[config.mk]
export PLATFORM = sky130hd
export DESIGN_NAME = sensor_data_logger_core
export DESIGN_NICKNAME = d
export VERILOG_FILES = /design/src/logic/logger_pkg.sv /design/src/logic/sensor_data_logger_core.sv
export SDC_FILE = /design/constraint.sdc
export NUM_CORES = 1
export LEC_CHECK = 0
export CAP_MARGIN = 20
export CORE_UTILIZATION = 60
export CTS_BUF_LIST = sky130_fd_sc_hd__clkbuf_4
export DETAILED_ROUTE_END_ITERATION = 12
export DONT_BUFFER_PORTS = 1
export PLACE_DENSITY = 0.76
export SLEW_MARGIN = 15
export SYNTH_ARGS = -nofsm -noshare
export SYNTH_HDL_FRONTEND = slang
export SYNTH_SLANG_ARGS = --single-unit
[constraint.sdc]
create_clock -name clock -period 3.9 [get_ports clock]
set_clock_uncertainty 0.1 [all_clocks]
set_input_delay 0.585 -clock clock [delete_from_list [all_inputs] [get_ports clock]]
set_output_delay 0.585 -clock clock [all_outputs]
set_load 0.005 [all_outputs]
[src/logic/logger_pkg.sv]
// Behaviour
// - Storage policy 0: stop writing when area full, keep counting measurements and time.
// - Storage policy 1: wrap to area start and bump 6-bit wrap count.
// - Limit violation counting is active in every logging format.
// - Four 8-bit counters: extreme upper, upper, lower, extreme lower violations.
// - The four counters are readable without memory readout.
// - Two-bit select picks compared sensor: temp, ext1, ext2, battery.
// - Interval timer runs from 1024 Hz tick, counted in seconds.
// - Interval supports values up to 65535 seconds; zero means 32768 seconds.
// - Delayed start is a 12-bit count in units of 512 seconds.
// - Delay loaded by initialize; counting starts only at begin-logging.
// - With delay disabled, a push button may start logging.
// - Converter result is 10 bits wide.
// - Each reference has its own 3-bit code in 50 mV steps from 160/260 mV.
// - References reset to 260 mV low and 410 mV high.
// - Grounding bit set connects the low reference to ground.
// - Battery code is 6 logged MSBs followed by four zero bits.
// - Interrupt-and-timer enable lets both timer and selected interrupts trigger logging.
package logger_pkg;
    localparam int CLK_HZ = 20_000_000;
    localparam int OSC_HZ = 1024;
    localparam int OSC_DIV = CLK_HZ / OSC_HZ;
    localparam int DELAY_UNIT_S = 512;
    localparam int MAX_INTERVAL_S = 32768;

    localparam logic [7:0] ADDR_CTRL = 8'h00;
    localparam logic [7:0] ADDR_INTERVAL = 8'h04;
    localparam logic [7:0] ADDR_DELAY = 8'h08;
    localparam logic [7:0] ADDR_AREA = 8'h0c;
    localparam logic [7:0] ADDR_LIMITS = 8'h10;
    localparam logic [7:0] ADDR_ADC = 8'h14;
    localparam logic [7:0] ADDR_CMD = 8'h18;
    localparam logic [7:0] ADDR_STATUS = 8'h1c;
    localparam logic [7:0] ADDR_VIOL = 8'h20;
    localparam logic [7:0] ADDR_MEAS = 8'h24;

    // Control field positions.
    localparam int CTRL_STORE_POS = 0;
    localparam int CTRL_SEL_POS = 1;
    localparam int CTRL_IRQT_POS = 3;
    localparam int CTRL_EXT1_POS = 4;
    localparam int CTRL_EXT2_POS = 5;
    localparam int CTRL_DLYEN_POS = 6;
    // Command bits.
    localparam int CMD_START_POS = 0;
    localparam int CMD_END_POS = 1;
    localparam int CMD_CLRV_POS = 2;

    localparam logic [2:0] VLO_RESET = 3'h2;
    localparam logic [2:0] VHI_RESET = 3'h3;
    localparam logic [15:0] LOW_REF_BASE_MV = 16'h00a0;
    localparam logic [15:0] HIGH_REF_BASE_MV = 16'h0104;
    localparam logic [15:0] REF_STEP_MV = 16'h0032;

    localparam logic [1:0] SEL_TEMP = 2'h0;
    localparam logic [1:0] SEL_EXT1 = 2'h1;
    localparam logic [1:0] SEL_EXT2 = 2'h2;
    localparam logic [1:0] SEL_BATT = 2'h3;

    typedef enum logic [3:0] {
        ST_IDLE = 4'b0001,
        ST_DELAY = 4'b0010,
        ST_WAITBTN = 4'b0100,
        ST_LOG = 4'b1000
    } phase_t;

    typedef struct packed {
        logic [9:0] temp;
        logic [9:0] ext1;
        logic [9:0] ext2;
        logic [9:0] batt;
    } samples_t;

    typedef struct packed {
        logic valid;
        logic [9:0] data;
        logic [9:0] addr;
    } store_t;

    typedef struct packed {
        logic [7:0] ext_upper;
        logic [7:0] upper;
        logic [7:0] lower;
        logic [7:0] ext_lower;
    } viol_t;
endpackage

[src/logic/sensor_data_logger_core.sv]
// The register offsets and the Wishbone slave port are this design's own decisions.
`timescale 1ns/10ps
module sensor_data_logger_core
    import logger_pkg::*;
#(
    parameter int OSC_DIV_P = OSC_DIV,
    parameter int AREA_W = 10
) (
    input wire logic clock,
    input wire logic nrst,
    input wire logic wb_cyc_i,
    input wire logic wb_stb_i,
    input wire logic wb_we_i,
    input wire logic [7:0] wb_adr_i,
    input wire logic [3:0] wb_sel_i,
    input wire logic [31:0] wb_dat_i,
    output logic [31:0] wb_dat_o,
    output logic wb_ack_o,
    input wire logic button,
    input wire logic ext1_irq,
    input wire logic ext2_irq,
    input wire samples_t samples,
    output store_t store,
    output logic meas_req,
    output logic [2:0] adc_low_reference,
    output logic [2:0] adc_high_reference,
    output logic adc_low_gnd,
    output logic logging
);

    // The divider counter is 16 bits wide, so a larger division ratio cannot be served.
    if (OSC_DIV_P < 2 || OSC_DIV_P > 65536 || AREA_W < 1 || AREA_W > 16) begin : g_param_check
        $error("Unsupported parameter value.");
    end

    typedef struct packed {
        logic [31:0] dat;
        logic ack;
        logic store_wrap;
        logic [1:0] limit_sensor_select;
        logic irq_timer_en;
        logic ext1_en;
        logic ext2_en;
        logic delay_en;
        logic [15:0] interval;
        logic [11:0] delay_units;
        logic [15:0] area_start;
        logic [15:0] area_end;
        logic [9:0] lim_eu;
        logic [9:0] lim_u;
        logic [9:0] lim_l;
        logic [9:0] lim_el;
        logic [2:0] vlo;
        logic [2:0] vhi;
        logic gnd;
        phase_t phase;
        logic [15:0] div_cnt;
        logic [9:0] tick_cnt;
        logic [21:0] delay_sec;
        logic [16:0] sec_cnt;
        logic ext1_d;
        logic ext2_d;
        logic meas;
        logic meas_d;
        logic [15:0] wptr;
        logic full;
        logic [5:0] wrap_count;
        logic [15:0] meas_num;
        viol_t viol;
        store_t st;
    } state_t;

    state_t s_r;
    state_t s_nxt;

    function automatic logic [7:0] sat_inc(input logic [7:0] v, input logic hit);
        sat_inc = (hit && v != 8'hff) ? v + 8'h01 : v;
    endfunction

    function automatic logic [31:0] merge(input logic [31:0] old, input logic [31:0] d, input logic [3:0] sel);
        for (int i = 0; i < 4; i++) begin
            merge[i*8 +: 8] = sel[i] ? d[i*8 +: 8] : old[i*8 +: 8];
        end
    endfunction

    ////////////////////////////////////////////////////////////////////////////
    logic req;
    logic wr;
    logic tick_1k;
    logic sec_pulse;
    logic trig_timer;
    logic trig_irq;
    logic [9:0] cmp_val;
    logic [31:0] ctrl_word;
    logic [31:0] wv;
    logic [31:0] m_interval;
    logic [31:0] m_delay;
    logic [31:0] m_area;
    logic [31:0] m_limits;

    always_comb begin
        req = wb_cyc_i && wb_stb_i && !s_r.ack;
        wr = req && wb_we_i;
        tick_1k = (s_r.div_cnt == 16'(OSC_DIV_P - 1));
        sec_pulse = tick_1k && (s_r.tick_cnt == 10'(OSC_HZ - 1));
        ctrl_word = {25'h0, s_r.delay_en, s_r.ext2_en, s_r.ext1_en, s_r.irq_timer_en,
                     s_r.limit_sensor_select, s_r.store_wrap};
        wv = merge(32'h0, wb_dat_i, wb_sel_i);
        m_interval = merge({16'h0, s_r.interval}, wb_dat_i, wb_sel_i);
        m_delay = merge({20'h0, s_r.delay_units}, wb_dat_i, wb_sel_i);
        m_area = merge({s_r.area_end, s_r.area_start}, wb_dat_i, wb_sel_i);
        m_limits = merge({2'h0, s_r.lim_eu, s_r.lim_u, s_r.lim_l}, wb_dat_i, wb_sel_i);
        // An interval of zero is taken as 32768 seconds; written values reach 65535.
        trig_timer = sec_pulse && (s_r.sec_cnt + 17'h1 >=
                     ((s_r.interval == 16'h0) ? 17'(MAX_INTERVAL_S) : {1'b0, s_r.interval}));
        trig_irq = (s_r.ext1_en && ext1_irq && !s_r.ext1_d) || (s_r.ext2_en && ext2_irq && !s_r.ext2_d);
        unique case (s_r.limit_sensor_select)
            SEL_TEMP: cmp_val = samples.temp;
            SEL_EXT1: cmp_val = samples.ext1;
            SEL_EXT2: cmp_val = samples.ext2;
            SEL_BATT: cmp_val = {samples.batt[9:4], 4'h0};
        endcase
    end

    always_comb begin
        s_nxt = s_r;
        s_nxt.ack = req;
        s_nxt.ext1_d = ext1_irq;
        s_nxt.ext2_d = ext2_irq;
        s_nxt.meas = 1'b0;
        s_nxt.meas_d = s_r.meas;
        s_nxt.st.valid = 1'b0;
        s_nxt.div_cnt = tick_1k ? 16'h0 : s_r.div_cnt + 16'h1;
        if (tick_1k) begin
            s_nxt.tick_cnt = (s_r.tick_cnt == 10'(OSC_HZ - 1)) ? 10'h0 : s_r.tick_cnt + 10'h1;
        end

        // Register reads.
        if (req && !wb_we_i) begin
            unique case (wb_adr_i)
                ADDR_CTRL: s_nxt.dat = ctrl_word;
                ADDR_INTERVAL: s_nxt.dat = {16'h0, s_r.interval};
                ADDR_DELAY: s_nxt.dat = {20'h0, s_r.delay_units};
                ADDR_AREA: s_nxt.dat = {s_r.area_end, s_r.area_start};
                ADDR_LIMITS: s_nxt.dat = {2'h0, s_r.lim_eu, s_r.lim_u, s_r.lim_l[9:0]};
                ADDR_ADC: s_nxt.dat = {14'h0, s_r.lim_el, 1'b0, s_r.gnd, s_r.vhi, s_r.vlo};
                ADDR_STATUS: s_nxt.dat = {16'h0, s_r.wptr[9:0], s_r.wrap_count};
                ADDR_VIOL: s_nxt.dat = s_r.viol;
                ADDR_MEAS: s_nxt.dat = {11'h0, s_r.full, s_r.phase, s_r.meas_num};
                default: s_nxt.dat = 32'h0;
            endcase
        end else if (req) begin
            s_nxt.dat = 32'h0;
        end

        // Register writes.
        if (wr) begin
            unique case (wb_adr_i)
                ADDR_CTRL: begin
                    s_nxt.store_wrap = wv[CTRL_STORE_POS];
                    s_nxt.limit_sensor_select = wv[CTRL_SEL_POS +: 2];
                    s_nxt.irq_timer_en = wv[CTRL_IRQT_POS];
                    s_nxt.ext1_en = wv[CTRL_EXT1_POS];
                    s_nxt.ext2_en = wv[CTRL_EXT2_POS];
                    s_nxt.delay_en = wv[CTRL_DLYEN_POS];
                end
                ADDR_INTERVAL: s_nxt.interval = m_interval[15:0];
                ADDR_DELAY: s_nxt.delay_units = m_delay[11:0];
                ADDR_AREA: {s_nxt.area_end, s_nxt.area_start} = m_area;
                ADDR_LIMITS: {s_nxt.lim_eu, s_nxt.lim_u, s_nxt.lim_l} = m_limits[29:0];
                ADDR_ADC: begin
                    s_nxt.vlo = wv[2:0];
                    s_nxt.vhi = wv[5:3];
                    s_nxt.gnd = wv[6];
                    s_nxt.lim_el = wv[17:8];
                end
                default: ;
            endcase
        end

        // Sequencing of start, delay and logging.
        unique case (s_r.phase)
            ST_IDLE: begin
                if (wr && wb_adr_i == ADDR_CMD && wv[CMD_START_POS]) begin
                    s_nxt.sec_cnt = 17'h0;
                    s_nxt.meas_num = 16'h0;
                    s_nxt.wptr = s_r.area_start;
                    s_nxt.full = 1'b0;
                    if (s_r.delay_en) begin
                        // 12-bit count of 512 s units, counted in seconds.
                        s_nxt.delay_sec = {s_r.delay_units, 10'h0} >> 1;
                        s_nxt.phase = ST_DELAY;
                    end else begin
                        s_nxt.phase = ST_WAITBTN;
                    end
                end
            end
            ST_DELAY: begin
                if (sec_pulse) begin
                    // Leaving on the pulse that reads one makes the delay exactly the loaded seconds.
                    if (s_r.delay_sec <= 22'h1) begin
                        s_nxt.phase = ST_LOG;
                    end else begin
                        s_nxt.delay_sec = s_r.delay_sec - 22'h1;
                    end
                end
            end
            ST_WAITBTN: begin
                if (button) begin
                    s_nxt.phase = ST_LOG;
                end
            end
            ST_LOG: begin
                if (sec_pulse) begin
                    s_nxt.sec_cnt = trig_timer ? 17'h0 : s_r.sec_cnt + 17'h1;
                end
                // Timer triggers unless a pure interrupt format is set without the combined enable.
                // A trigger right behind another is merged into it, so a request stays a single pulse.
                if (((trig_timer && (s_r.irq_timer_en || !(s_r.ext1_en || s_r.ext2_en))) ||
                     (trig_irq && (s_r.ext1_en || s_r.ext2_en))) && !s_r.meas) begin
                    s_nxt.meas = 1'b1;
                end
            end
            default: s_nxt.phase = ST_IDLE;
        endcase
        if (wr && wb_adr_i == ADDR_CMD && wv[CMD_END_POS]) begin
            s_nxt.phase = ST_IDLE;
            // A trigger in the ending cycle is dropped, so no request appears outside logging.
            s_nxt.meas = 1'b0;
        end

        // One cycle after the request, the sampled value is evaluated and stored.
        if (s_r.meas_d) begin
            s_nxt.meas_num = s_r.meas_num + 16'h1;
            s_nxt.viol.ext_upper = sat_inc(s_r.viol.ext_upper, cmp_val > s_r.lim_eu);
            s_nxt.viol.upper = sat_inc(s_r.viol.upper, cmp_val > s_r.lim_u);
            s_nxt.viol.lower = sat_inc(s_r.viol.lower, cmp_val < s_r.lim_l);
            s_nxt.viol.ext_lower = sat_inc(s_r.viol.ext_lower, cmp_val < s_r.lim_el);
            if (!s_r.full) begin
                s_nxt.st.valid = 1'b1;
                s_nxt.st.addr = s_r.wptr[9:0];
                s_nxt.st.data = samples.temp;
                if (s_r.wptr >= s_r.area_end) begin
                    if (s_r.store_wrap) begin
                        s_nxt.wptr = s_r.area_start;
                        s_nxt.wrap_count = s_r.wrap_count + 6'h1;
                    end else begin
                        s_nxt.full = 1'b1;
                    end
                end else begin
                    s_nxt.wptr = s_r.wptr + 16'h1;
                end
            end
        end
        if (wr && wb_adr_i == ADDR_CMD && wv[CMD_CLRV_POS]) begin
            s_nxt.viol = '0;
        end
    end

    always_ff @(posedge clock or negedge nrst) begin
        if (!nrst) begin
            s_r <= '0;
            s_r.phase <= ST_IDLE;
            s_r.vlo <= VLO_RESET;
            s_r.vhi <= VHI_RESET;
            s_r.area_end <= 16'h03ff;
            s_r.lim_eu <= 10'h3ff;
            s_r.lim_u <= 10'h3ff;
        end else begin
            s_r <= s_nxt;
        end
    end

    always_comb begin
        wb_dat_o = s_r.dat;
        wb_ack_o = s_r.ack;
        store = s_r.st;
        meas_req = s_r.meas;
        adc_low_reference = s_r.vlo;
        adc_high_reference = s_r.vhi;
        adc_low_gnd = s_r.gnd;
        logging = s_r.phase == ST_LOG;
    end
endmodule

Word-level counts from Yosys, hierarchy flattened
Cells that the tools add are included.
{ "classes": {"n_reduce_logical": 68, "add_sub_neg": 11, "n_eq_ne": 32, "n_lt_le_gt_ge": 7, "n_mux": 45, "n_bitwise": 1} }
{ "op_table": {"columns": ["cell", "n"], "rows": [
  ["case mux 32 bit (9 select lines)", 1],
  ["two-way mux 16 bit", 6],
  ["two-way mux 32 bit", 3],
  ["two-way mux 92 bit", 1],
  ["two-way mux 17 bit", 4],
  ["two-way mux 22 bit", 3],
  ["adder 16 x 1 -> 16 bit (second input constant)", 3],
  ["case mux 22 bit (2 select lines)", 1],
  ["two-way mux 8 bit", 5],
  ["case mux 10 bit (4 select lines)", 1],
  ["two-way mux 39 bit", 1],
  ["AND reduction 3 bit", 13],
  ["case mux 17 bit (2 select lines)", 1],
  ["adder 8 x 1 -> 8 bit (second input constant)", 4],
  ["equality test 8 x 5 -> 1 bit (second input constant)", 4],
  ["inequality test 8 bit (second input constant)", 4],
  ["two-way mux 23 bit", 1],
  ["less-or-equal comparator 22 x 1 -> 1 bit (second input constant)", 1],
  ["subtractor 22 x 1 -> 22 bit (second input constant)", 1],
  ["logical AND 1 bit", 21],
  ["two-way mux 21 bit", 1],
  ["greater-than comparator 10 bit", 2],
  ["less-than comparator 10 bit", 2],
  ["two-way mux 4 bit", 5],
  ["other kinds (36)", 75]
]} }
{ "word_totals": {"reg_bits": 312, "elab_cells": 210, "in_bits": 92} }

Logic depth before layout (Yosys ltp)
Gate-level depths: netlist of run 1.
{ "depth": {"word_depth": 12, "depth_mapped": 14, "depth_no_buf": 13} }

Worst setup path after synthesis of run 1
No wires, ideal clock.
{ "synth_path": {"path_type": "reg-to-reg", "startpoint": "register s_r, in the netlist ctrl_word[2]", "endpoint": "register s_r[42] (netlist name)", "path_slack_ns": 0.675, "period_less_slack_ns": 3.225, "stages_incl_launch_ff": 13, "t_arrival_ns": 3.048, "cell_sequence": "dfrtp_1 -> clkbuf_1 -> buf_1 -> mux4_2 -> ha_1 -> o21a_1 -> o21ai_0 -> a21oi_1 -> nand2_1 -> a21o_1 -> clkbuf_1 -> or3_1 -> a21oi_1"} }
{ "synth_between": {"elab_chain_len": 6} }
{ "synth_lines": {"columns": ["item", "line_no", "rtl"], "rows": [
  ["start: declaration", "sensor_data_logger_core.sv:73", "state_t s_r;"],
  ["start signal: assignment", "sensor_data_logger_core.sv:270", "s_r <= s_nxt;"],
  ["equality test 2 bit (tied with other cells)", "sensor_data_logger_core.sv:117", "unique case (s_r.limit_sensor_select)"],
  ["case mux 10 bit (4 select lines) (*)", "sensor_data_logger_core.sv:117", null],
  ["greater-than comparator 10 bit (*)", "sensor_data_logger_core.sv:236", "s_nxt.viol.upper = sat_inc(s_r.viol.upper, cmp_val > s_r.lim_u);"],
  ["logical AND 1 bit (*)", "sensor_data_logger_core.sv:77", "sat_inc = (hit && v != 8'hff) ? v + 8'h01 : v;"],
  ["nonzero test 2 bit (no line) (*)", null, null],
  ["AND reduction 2 bit (no line) (*)", null, null]
]} }
Mark *: on every way between the ends. The rest lies on a longest branch, timed or not.
A chain may end at the register's enable or synchronous reset.

Worst setup path after layout of run 1
{ "layout_path": {"startpoint": "register s_r, in the netlist ctrl_word[1]", "endpoint": "register s_r[23] (netlist name)"} }
{ "layout_between": {"elab_chain_len": 6} }
{ "layout_lines": {"columns": ["item", "line_no", "rtl"], "rows": [
  ["equality test 2 bit (tied with other cells)", "sensor_data_logger_core.sv:117", null],
  ["case mux 10 bit (4 select lines) (*)", "sensor_data_logger_core.sv:117", null],
  ["less-than comparator 10 bit (*)", "sensor_data_logger_core.sv:238", "s_nxt.viol.ext_lower = sat_inc(s_r.viol.ext_lower, cmp_val < s_r.lim_el);"],
  ["logical AND 1 bit (*)", "sensor_data_logger_core.sv:77", null],
  ["nonzero test 2 bit (no line) (*)", null, null],
  ["AND reduction 2 bit (no line) (*)", null, null]
]} }
Marks and branches as above.

==> impl_metrics.csv, run 1 <==
group,metric,value,unit
status,outcome,"finished with violations",
status,violations,"negative hold slack",
final_layout,final_cell_mix,"dfrtp_1 (278), nand2_1 (236), o21ai_0 (144)",
drt,vias_per_cell,6.52,
global_route,grt_max_degree,313,
final_layout,fill_cells,2237,
clock_network,cts_tree,"yes",
sta,fin_setup_tns,0,ps
clock_network,cts_buffers,85,
sta,finalHoldViolations,312,
floorplan,die_area,30300,µm²
power_and_ir_drop,finalPower,7.78,mW
placement,dp.cells,2153,
final_layout,fin_util,67.1,%
final_layout,final_common_cell,"dfrtp_1",
clock_network,cts_resized,0,
final_layout,final_layout_size_suffix_gt1_share,17.3,%
floorplan,num_io_pins,155,
global_route,track_usage,35.0,%
synth,synth_fp_nets,2053,
critical_path,path_class,"flop to flop",
placement,gp_congestion,0.974,
critical_path,r2r_start,"ctrl_word[1]",
min_path,min_path_type,"input port to asynchronous set/reset pin",
power_and_ir_drop,leakage,8.66,nW
clock_network,cts_root_buffer,"clkbuf_4",
clock_network,post-cts-setup-buffers,0,
placement,port_buffers,0,
sta,tightest_slew,1070,ps
floorplan,coreArea,28900,µm²
global_route,grt_overflow,0,
synth,synth_edf_count,0,
final_layout,layout-area-overhead-vs-synth,9.19,%
floorplan,std_cell_rows,62,
critical_path,max_stage_delay,700,ps
clock_network,cts.sinks,312,
power_and_ir_drop,power_density,401,nW/µm²
clock_network,htree_num_levels,3,
clock_network,cts_hold_buf,47,
drt,ant_nets,0,
floorplan,start_util,61.5,%
critical_path,critPathMostFrequentCell,"a21o_1",
critical_path,arrival,4250,ps
synth,netlist_area,17800,µm²
synth,ys_warn_count,0,
drt,firstDrtPassIters,7,
synth,yosys.cell_types.count,74,
clock_network,path_clk_slew,70,ps
placement,hpwl,37.5,mm
floorplan,die_x,174,µm
power_and_ir_drop,irDropWorstVdd,0.568,mV
drt,wl,52.9,mm
synth,ys_ff_latch,312,
global_route,grt_pass1_wl,82.4,mm
synth,ys.flop_type,"dfrtp_1",
sta,fmax,0.270,GHz
critical_path,path_max_fanout,14,
critical_path,crit_path_start,"ctrl_word[1]",
flow_run,maxCapViolCount,0,
floorplan,die_h,174,µm
sta,drv_slew,0,
synth,ys_seq_area_share,44.1,%
sta,grt_setup_unrepaired,"no",
synth,synthCells,1878,
synth,syn_area_per_cell,9.47,µm²
drt,drc,0,
critical_path,worstPathCellList,"mux2i_1, o21ai_0, ha_1, a21o_1, a21o_1, a221oi_1, o31ai_1, buf_4, or3b_2, a21oi_1",
sta,setup_viol,0,
sta,slew_headroom,28.0,%
sta,period_minus_slack,3710,ps
critical_path,critPathRequiredTime,4440,ps
critical_path,r2r_cells,10,
final_layout,layoutNonFillerInstCount,2357,
drt,drt_first_iter_violations,1564,
clock_network,clock_latency,730,ps
critical_path,end_kind,"flop",
global_route,antenna_found_initial,1,
critical_path,crit_path_start_kind,"flop",
synth,async_flop_share,100,%
drt,num_vias,15400,
critical_path,cp_slowest_cell,"dfrtp_1",
clock_network,cts_max_path_buffers,3,
global_route,grt_pass1_vias,15100,
sta,period_share,95.1,%
final_layout,fin_nets,2079,
sta,holdWs,-526,ps
drt,post_drt_wl_per_cell,22.4,µm
metrics by stage:
step           setup WS, ps  cell area, µm²  hold slack [ps]
2_1_floorplan           675           17800              189
3_3_place_gp            353           17800              204
3_5_place_dp            262           17800              200
4_1_cts                 250           19400             -569
5_1_grt                20.9           19400             -557
6_report                192           19400             -526
sequential cells by signal, indices dropped and copies added, names as in the netlist:
name,cells
adc_high_reference,3
adc_low_gnd,1
adc_low_reference,3
ctrl_word,7
meas_req,1
s_r,243
store,21
wb_ack_o,1
wb_dat_o,32
synthesized netlist by cell type, types with 10 or more instances:
cell type  instances  share of area (%)
xor2_1            21                1.0
xnor2_1           30                1.5
o21ai_0          144                4.1
ha_1              83                5.8
o22ai_1           19               0.67
or2_2             12               0.42
buf_4             61                2.6
and2_1            10               0.35
buf_2             14               0.39
nand2_1          236                5.0
a21oi_1           92                2.6
clkbuf_1          64                1.4
dfstp_2           34                5.0
nor2_1           101                2.1
nand2b_1          10               0.35
a22oi_1           35                1.5
and3_1            25               0.88
nor4_1            15               0.53
nand3_1           82                2.3
mux2_2            85                5.4
dfrtp_1          278                 39
nand4_1           33                1.2
a31oi_1           14               0.49
a22o_1            33                1.6
a21o_1            28                1.2
nor3_1            30               0.84
a222oi_1          20                1.1
a211oi_1          11               0.46
inv_1             85                1.8
a221oi_1          12               0.59
or3_1             16               0.56
mux2i_1           25                1.4
layer usage:
layer | GRT usage, % | share of wire, %
met1 | 44.7 | 38
met2 | 55.6 | 46
met3 | 6.69 | 9.5
met4 | 20.8 | 6.3
met5 | 0 | 0
area by class of cell:
class	instances	area [µm²]	share of cell area (%)
Inverter	88	330	1.70
Tap cell	384	480	2.47
Clock buffer	139	1040	5.37
Sequential cell	312	7850	40.4
Antenna cell	1	2.50	0.0129
Clock inverter	16	113	0.580
Multi-Input combinational cell	1333	8850	45.6
Timing Repair Buffer	84	752	3.87
worst max-delay path, delay by kind of cell, from the launching register on:
kind,cells,cell delay (ps)
buffers and inverters,1,210
muxes,1,150
AOI/OAI and AO/OA,6,1610
adders and majority gates,1,390
DFF,1,700
and+or+nand+nor,1,470
cells by family after synthesis:
kind of cell | synth area share, %
XOR/XNOR | 2.51
buffers and inverters | 6.30
flip-flops | 44.1
multiplexers | 7.55
adder cells (fa/ha/maj) | 5.84
AND/OR/NAND/NOR | 16.8
AO/OA/AOI/OAI | 16.9
worst paths after layout:
kind                                         end  slack, ps
max in group asynchronous  adc_high_reference[1]       3830
max reg2reg                              s_r[23]        190
min reg2reg                             s_r[160]        370
min                                    store[13]       -530
min in group clock                      s_r[161]        110
max                                      s_r[23]        190
power by group:
| part | switching, mW | total, mW | internal (mW) |
|---|---|---|---|
| clock network | 1.39 | 3.13 | 1.73 |
| registers | 0.175 | 3.54 | 3.36 |
| logic | 0.705 | 1.12 | 0.414 |
| total | 2.27 | 7.78 | 5.51 |
No activity file was read; power rests on OpenSTA's default activity.
==> run 2, diff against run 1 <==
- clock period: 3.9 -> 3.8 ns (I/O delays scaled with it)
==> run 2 against run 1 <==
The flow still finishes with violations (negative hold slack). Die area stayed put. Sequential share of layout area is 0.078 points higher. Utilization down 0.13 points. Non-clock buffer count stayed put. First-iteration DRC count up 8.1%. Wire length fell by 0.28%. Design area fell by 0.19%. Sequential cell count unchanged. Hold slack lost 31 ps. Clock power about the same. Global-route usage down 0.12 points. Combinational power about the same. Critical path type unchanged. Critical endpoint is now s_r[102]. Largest cell class unchanged. Largest power group unchanged.
==> impl_metrics.csv, run 2 (same netlist as run 1, synthesis figures left out) <==
group,metric,value,unit
sta,fin_setup_tns,0,ps
power_and_ir_drop,power_frac_comb,14.5,%
sta,grt_setup_unrepaired,"no",
floorplan,die_area,30300,µm²
critical_path,worstPathCellList,"ha_1, nand2_1, nor4_1, buf_4, nand2b_1, nand2_1, ha_1, a21oi_1, o21ai_0, a2111oi_0, a211oi_1, nand3b_1, a211oi_1, a21o_1",
clock_network,path_clk_slew,70,ps
global_route,grt_overflow,0,
drt,wl,52.7,mm
sta,period_minus_slack,3550,ps
placement,hpwl,37.4,mm
drt,vias_per_cell,6.47,
status,outcome,"finished with violations",
sta,finalWorstSetupSlack,251,ps
drt,ant_nets,0,
critical_path,cp_slowest_cell,"a2111oi_0",
critical_path,end_kind,"flop",
placement,port_buffers,0,
power_and_ir_drop,switchingPower,2.37,mW
critical_path,worst-path-stages,14,
power_and_ir_drop,clock_power_share,39.6,%
global_route,use_met2,54.6,%
final_layout,fin_nets,2078,
global_route,antenna_found_initial,1,
global_route,grt_pass1_vias,14900,
power_and_ir_drop,leakage,8.63,nW
final_layout,top_register,"s_r",
critical_path,arrival,4110,ps
final_layout,largest_register_ffs,243,
critical_path,path_class,"flop to flop",
power_and_ir_drop,p_sw_share,29.9,%
clock_network,cts_tree,"yes",
final_layout,final_cell_mix,"dfrtp_1 (278), nand2_1 (236), o21ai_0 (144)",
min_path,min_path_type,"input port to asynchronous set/reset pin",
floorplan,start_util,61.5,%
power_and_ir_drop,seqPwrFrac,45.9,%
critical_path,critPathRequiredTime,4360,ps
final_layout,final_layout_size_suffix_gt1_share,17.0,%
sta,finalHoldViolations,309,
global_route,top_usage_layer,"met2",
placement,gp_congestion,0.979,
drt,drt_first_iter_violations,1690,
clock_network,cts.sinks,312,
global_route,track_usage,34.9,%
clock_network,cts_buffers,84,
sta,period_share,93.4,%
drt,firstDrtPassIters,10,
global_route,grt_pass1_wl,81.9,mm
floorplan,coreArea,28900,µm²
final_layout,final_common_cell,"dfrtp_1",
sta,fmax,0.282,GHz
clock_network,clock_latency,730,ps
floorplan,die_x,174,µm
clock_network,cts_max_path_buffers,3,
global_route,grt_max_degree,313,
power_and_ir_drop,power_density,408,nW/µm²
critical_path,r2r_cells,14,
critical_path,timing.critical_path.buf_inv,1,
critical_path,path_max_fanout,6,
final_layout,fill_cells,2298,
global_route,use_met1,44.5,%
sta,holdWs,-558,ps
floorplan,std_cell_rows,62,
final_layout,layout-area-overhead-vs-synth,8.97,%
critical_path,crit_path_start_kind,"flop",
clock_network,cts_hold_buf,47,
power_and_ir_drop,irDropWorstVdd,0.541,mV
critical_path,critPathTopFamily,"compound AO/OA/AOI/OAI gates",
sta,setup_viol,0,
placement,dp_slack,335,ps
sta,tightest_slew,1010,ps
flow_run,maxCapViolCount,0,
global_route,grtUsageMet3,7.72,%
sta,slew_headroom,32.0,%
drt,num_vias,15300,
clock_network,cts_root_buffer,"clkbuf_4",
floorplan,num_io_pins,155,
power_and_ir_drop,internal_power,5.55,mW
drt,post_drt_wl_per_cell,22.4,µm
status,violations,"negative hold slack",
sta,drv_slew,0,
floorplan,die_h,174,µm
clock_network,htree_num_levels,3,
critical_path,max_stage_delay,520,ps
drt,drc,0,
==> run 2: cell count changes in the layout (fill, tap and decap cells not counted), sizes merged <==
cell	change
clkbuf	-11
inv	+1
clkinv	+8
clkinvlp	+1
==> run 2: final timing paths <==
check,startpoint,end,slack (ps)
max reg2reg,s_r[96],s_r[102],250
min,nrst,store[20],-560
max,s_r[96],s_r[102],250
max in group asynchronous,nrst,s_r[141],3320
min reg2reg,meas_req,s_r[92],360
min in group clock,wb_sel_i[0],s_r[161],80
==> run 2: final cells by class <==
type | instances | area [µm²] | area share (%)
inverters | 88 | 330 | 1.70
clock buffers | 128 | 961 | 4.96
repair buffers | 84 | 748 | 3.86
multi-input cells | 1333 | 8850 | 45.7
diodes | 1 | 2.50 | 0.0129
clock inverters | 26 | 161 | 0.833
well taps | 384 | 480 | 2.48
flip-flops and latches | 312 | 7850 | 40.5
==> run 2: metal layers <==
| layer | part of all wire [%] | vias up | wire, µm |
|---|---|---|---|
| met5 | 0 | - | 0 |
| met4 | 6.4 | 0 | 3370 |
| met3 | 9.4 | 215 | 4940 |
| met2 | 45 | 843 | 23700 |
| met1 | 39 | 7330 | 20700 |
| li1 | - | 6865 | - |
==> run 2: power by group through the flow <==
| stage | Clock, mW | Combinational [mW] | Sequential, mW |
|---|---|---|---|
| after floorplan | 0 | 0.854 | 3.60 |
| after global placement | 0 | 1.02 | 3.67 |
| after detailed placement | 0 | 1.06 | 3.68 |
| after CTS | 3.17 | 1.13 | 3.62 |
| after global routing | 3.36 | 1.26 | 3.64 |
| final | 3.13 | 1.15 | 3.63 |
==> run 2: timing repair <==
item / in CTS / in global routing
buffers inserted: 0 / 0
endpoints found under the hold margin: 437 / 312
gates resized for setup: 0 / 0
==> run 2: per-stage QoR <==
step,instance area (µm²),hold slack (ps),power [mW],instances,utilization [%]
finish,19400,-558,7.92,2356,67.0
global route,19400,-593,8.26,2356,67.0
CTS,19400,-591,7.92,2355,67.0
detailed placement,17800,185,4.74,2154,61.5
global placement,17800,186,4.69,2154,61.5
floorplan,17800,174,4.45,1878,-
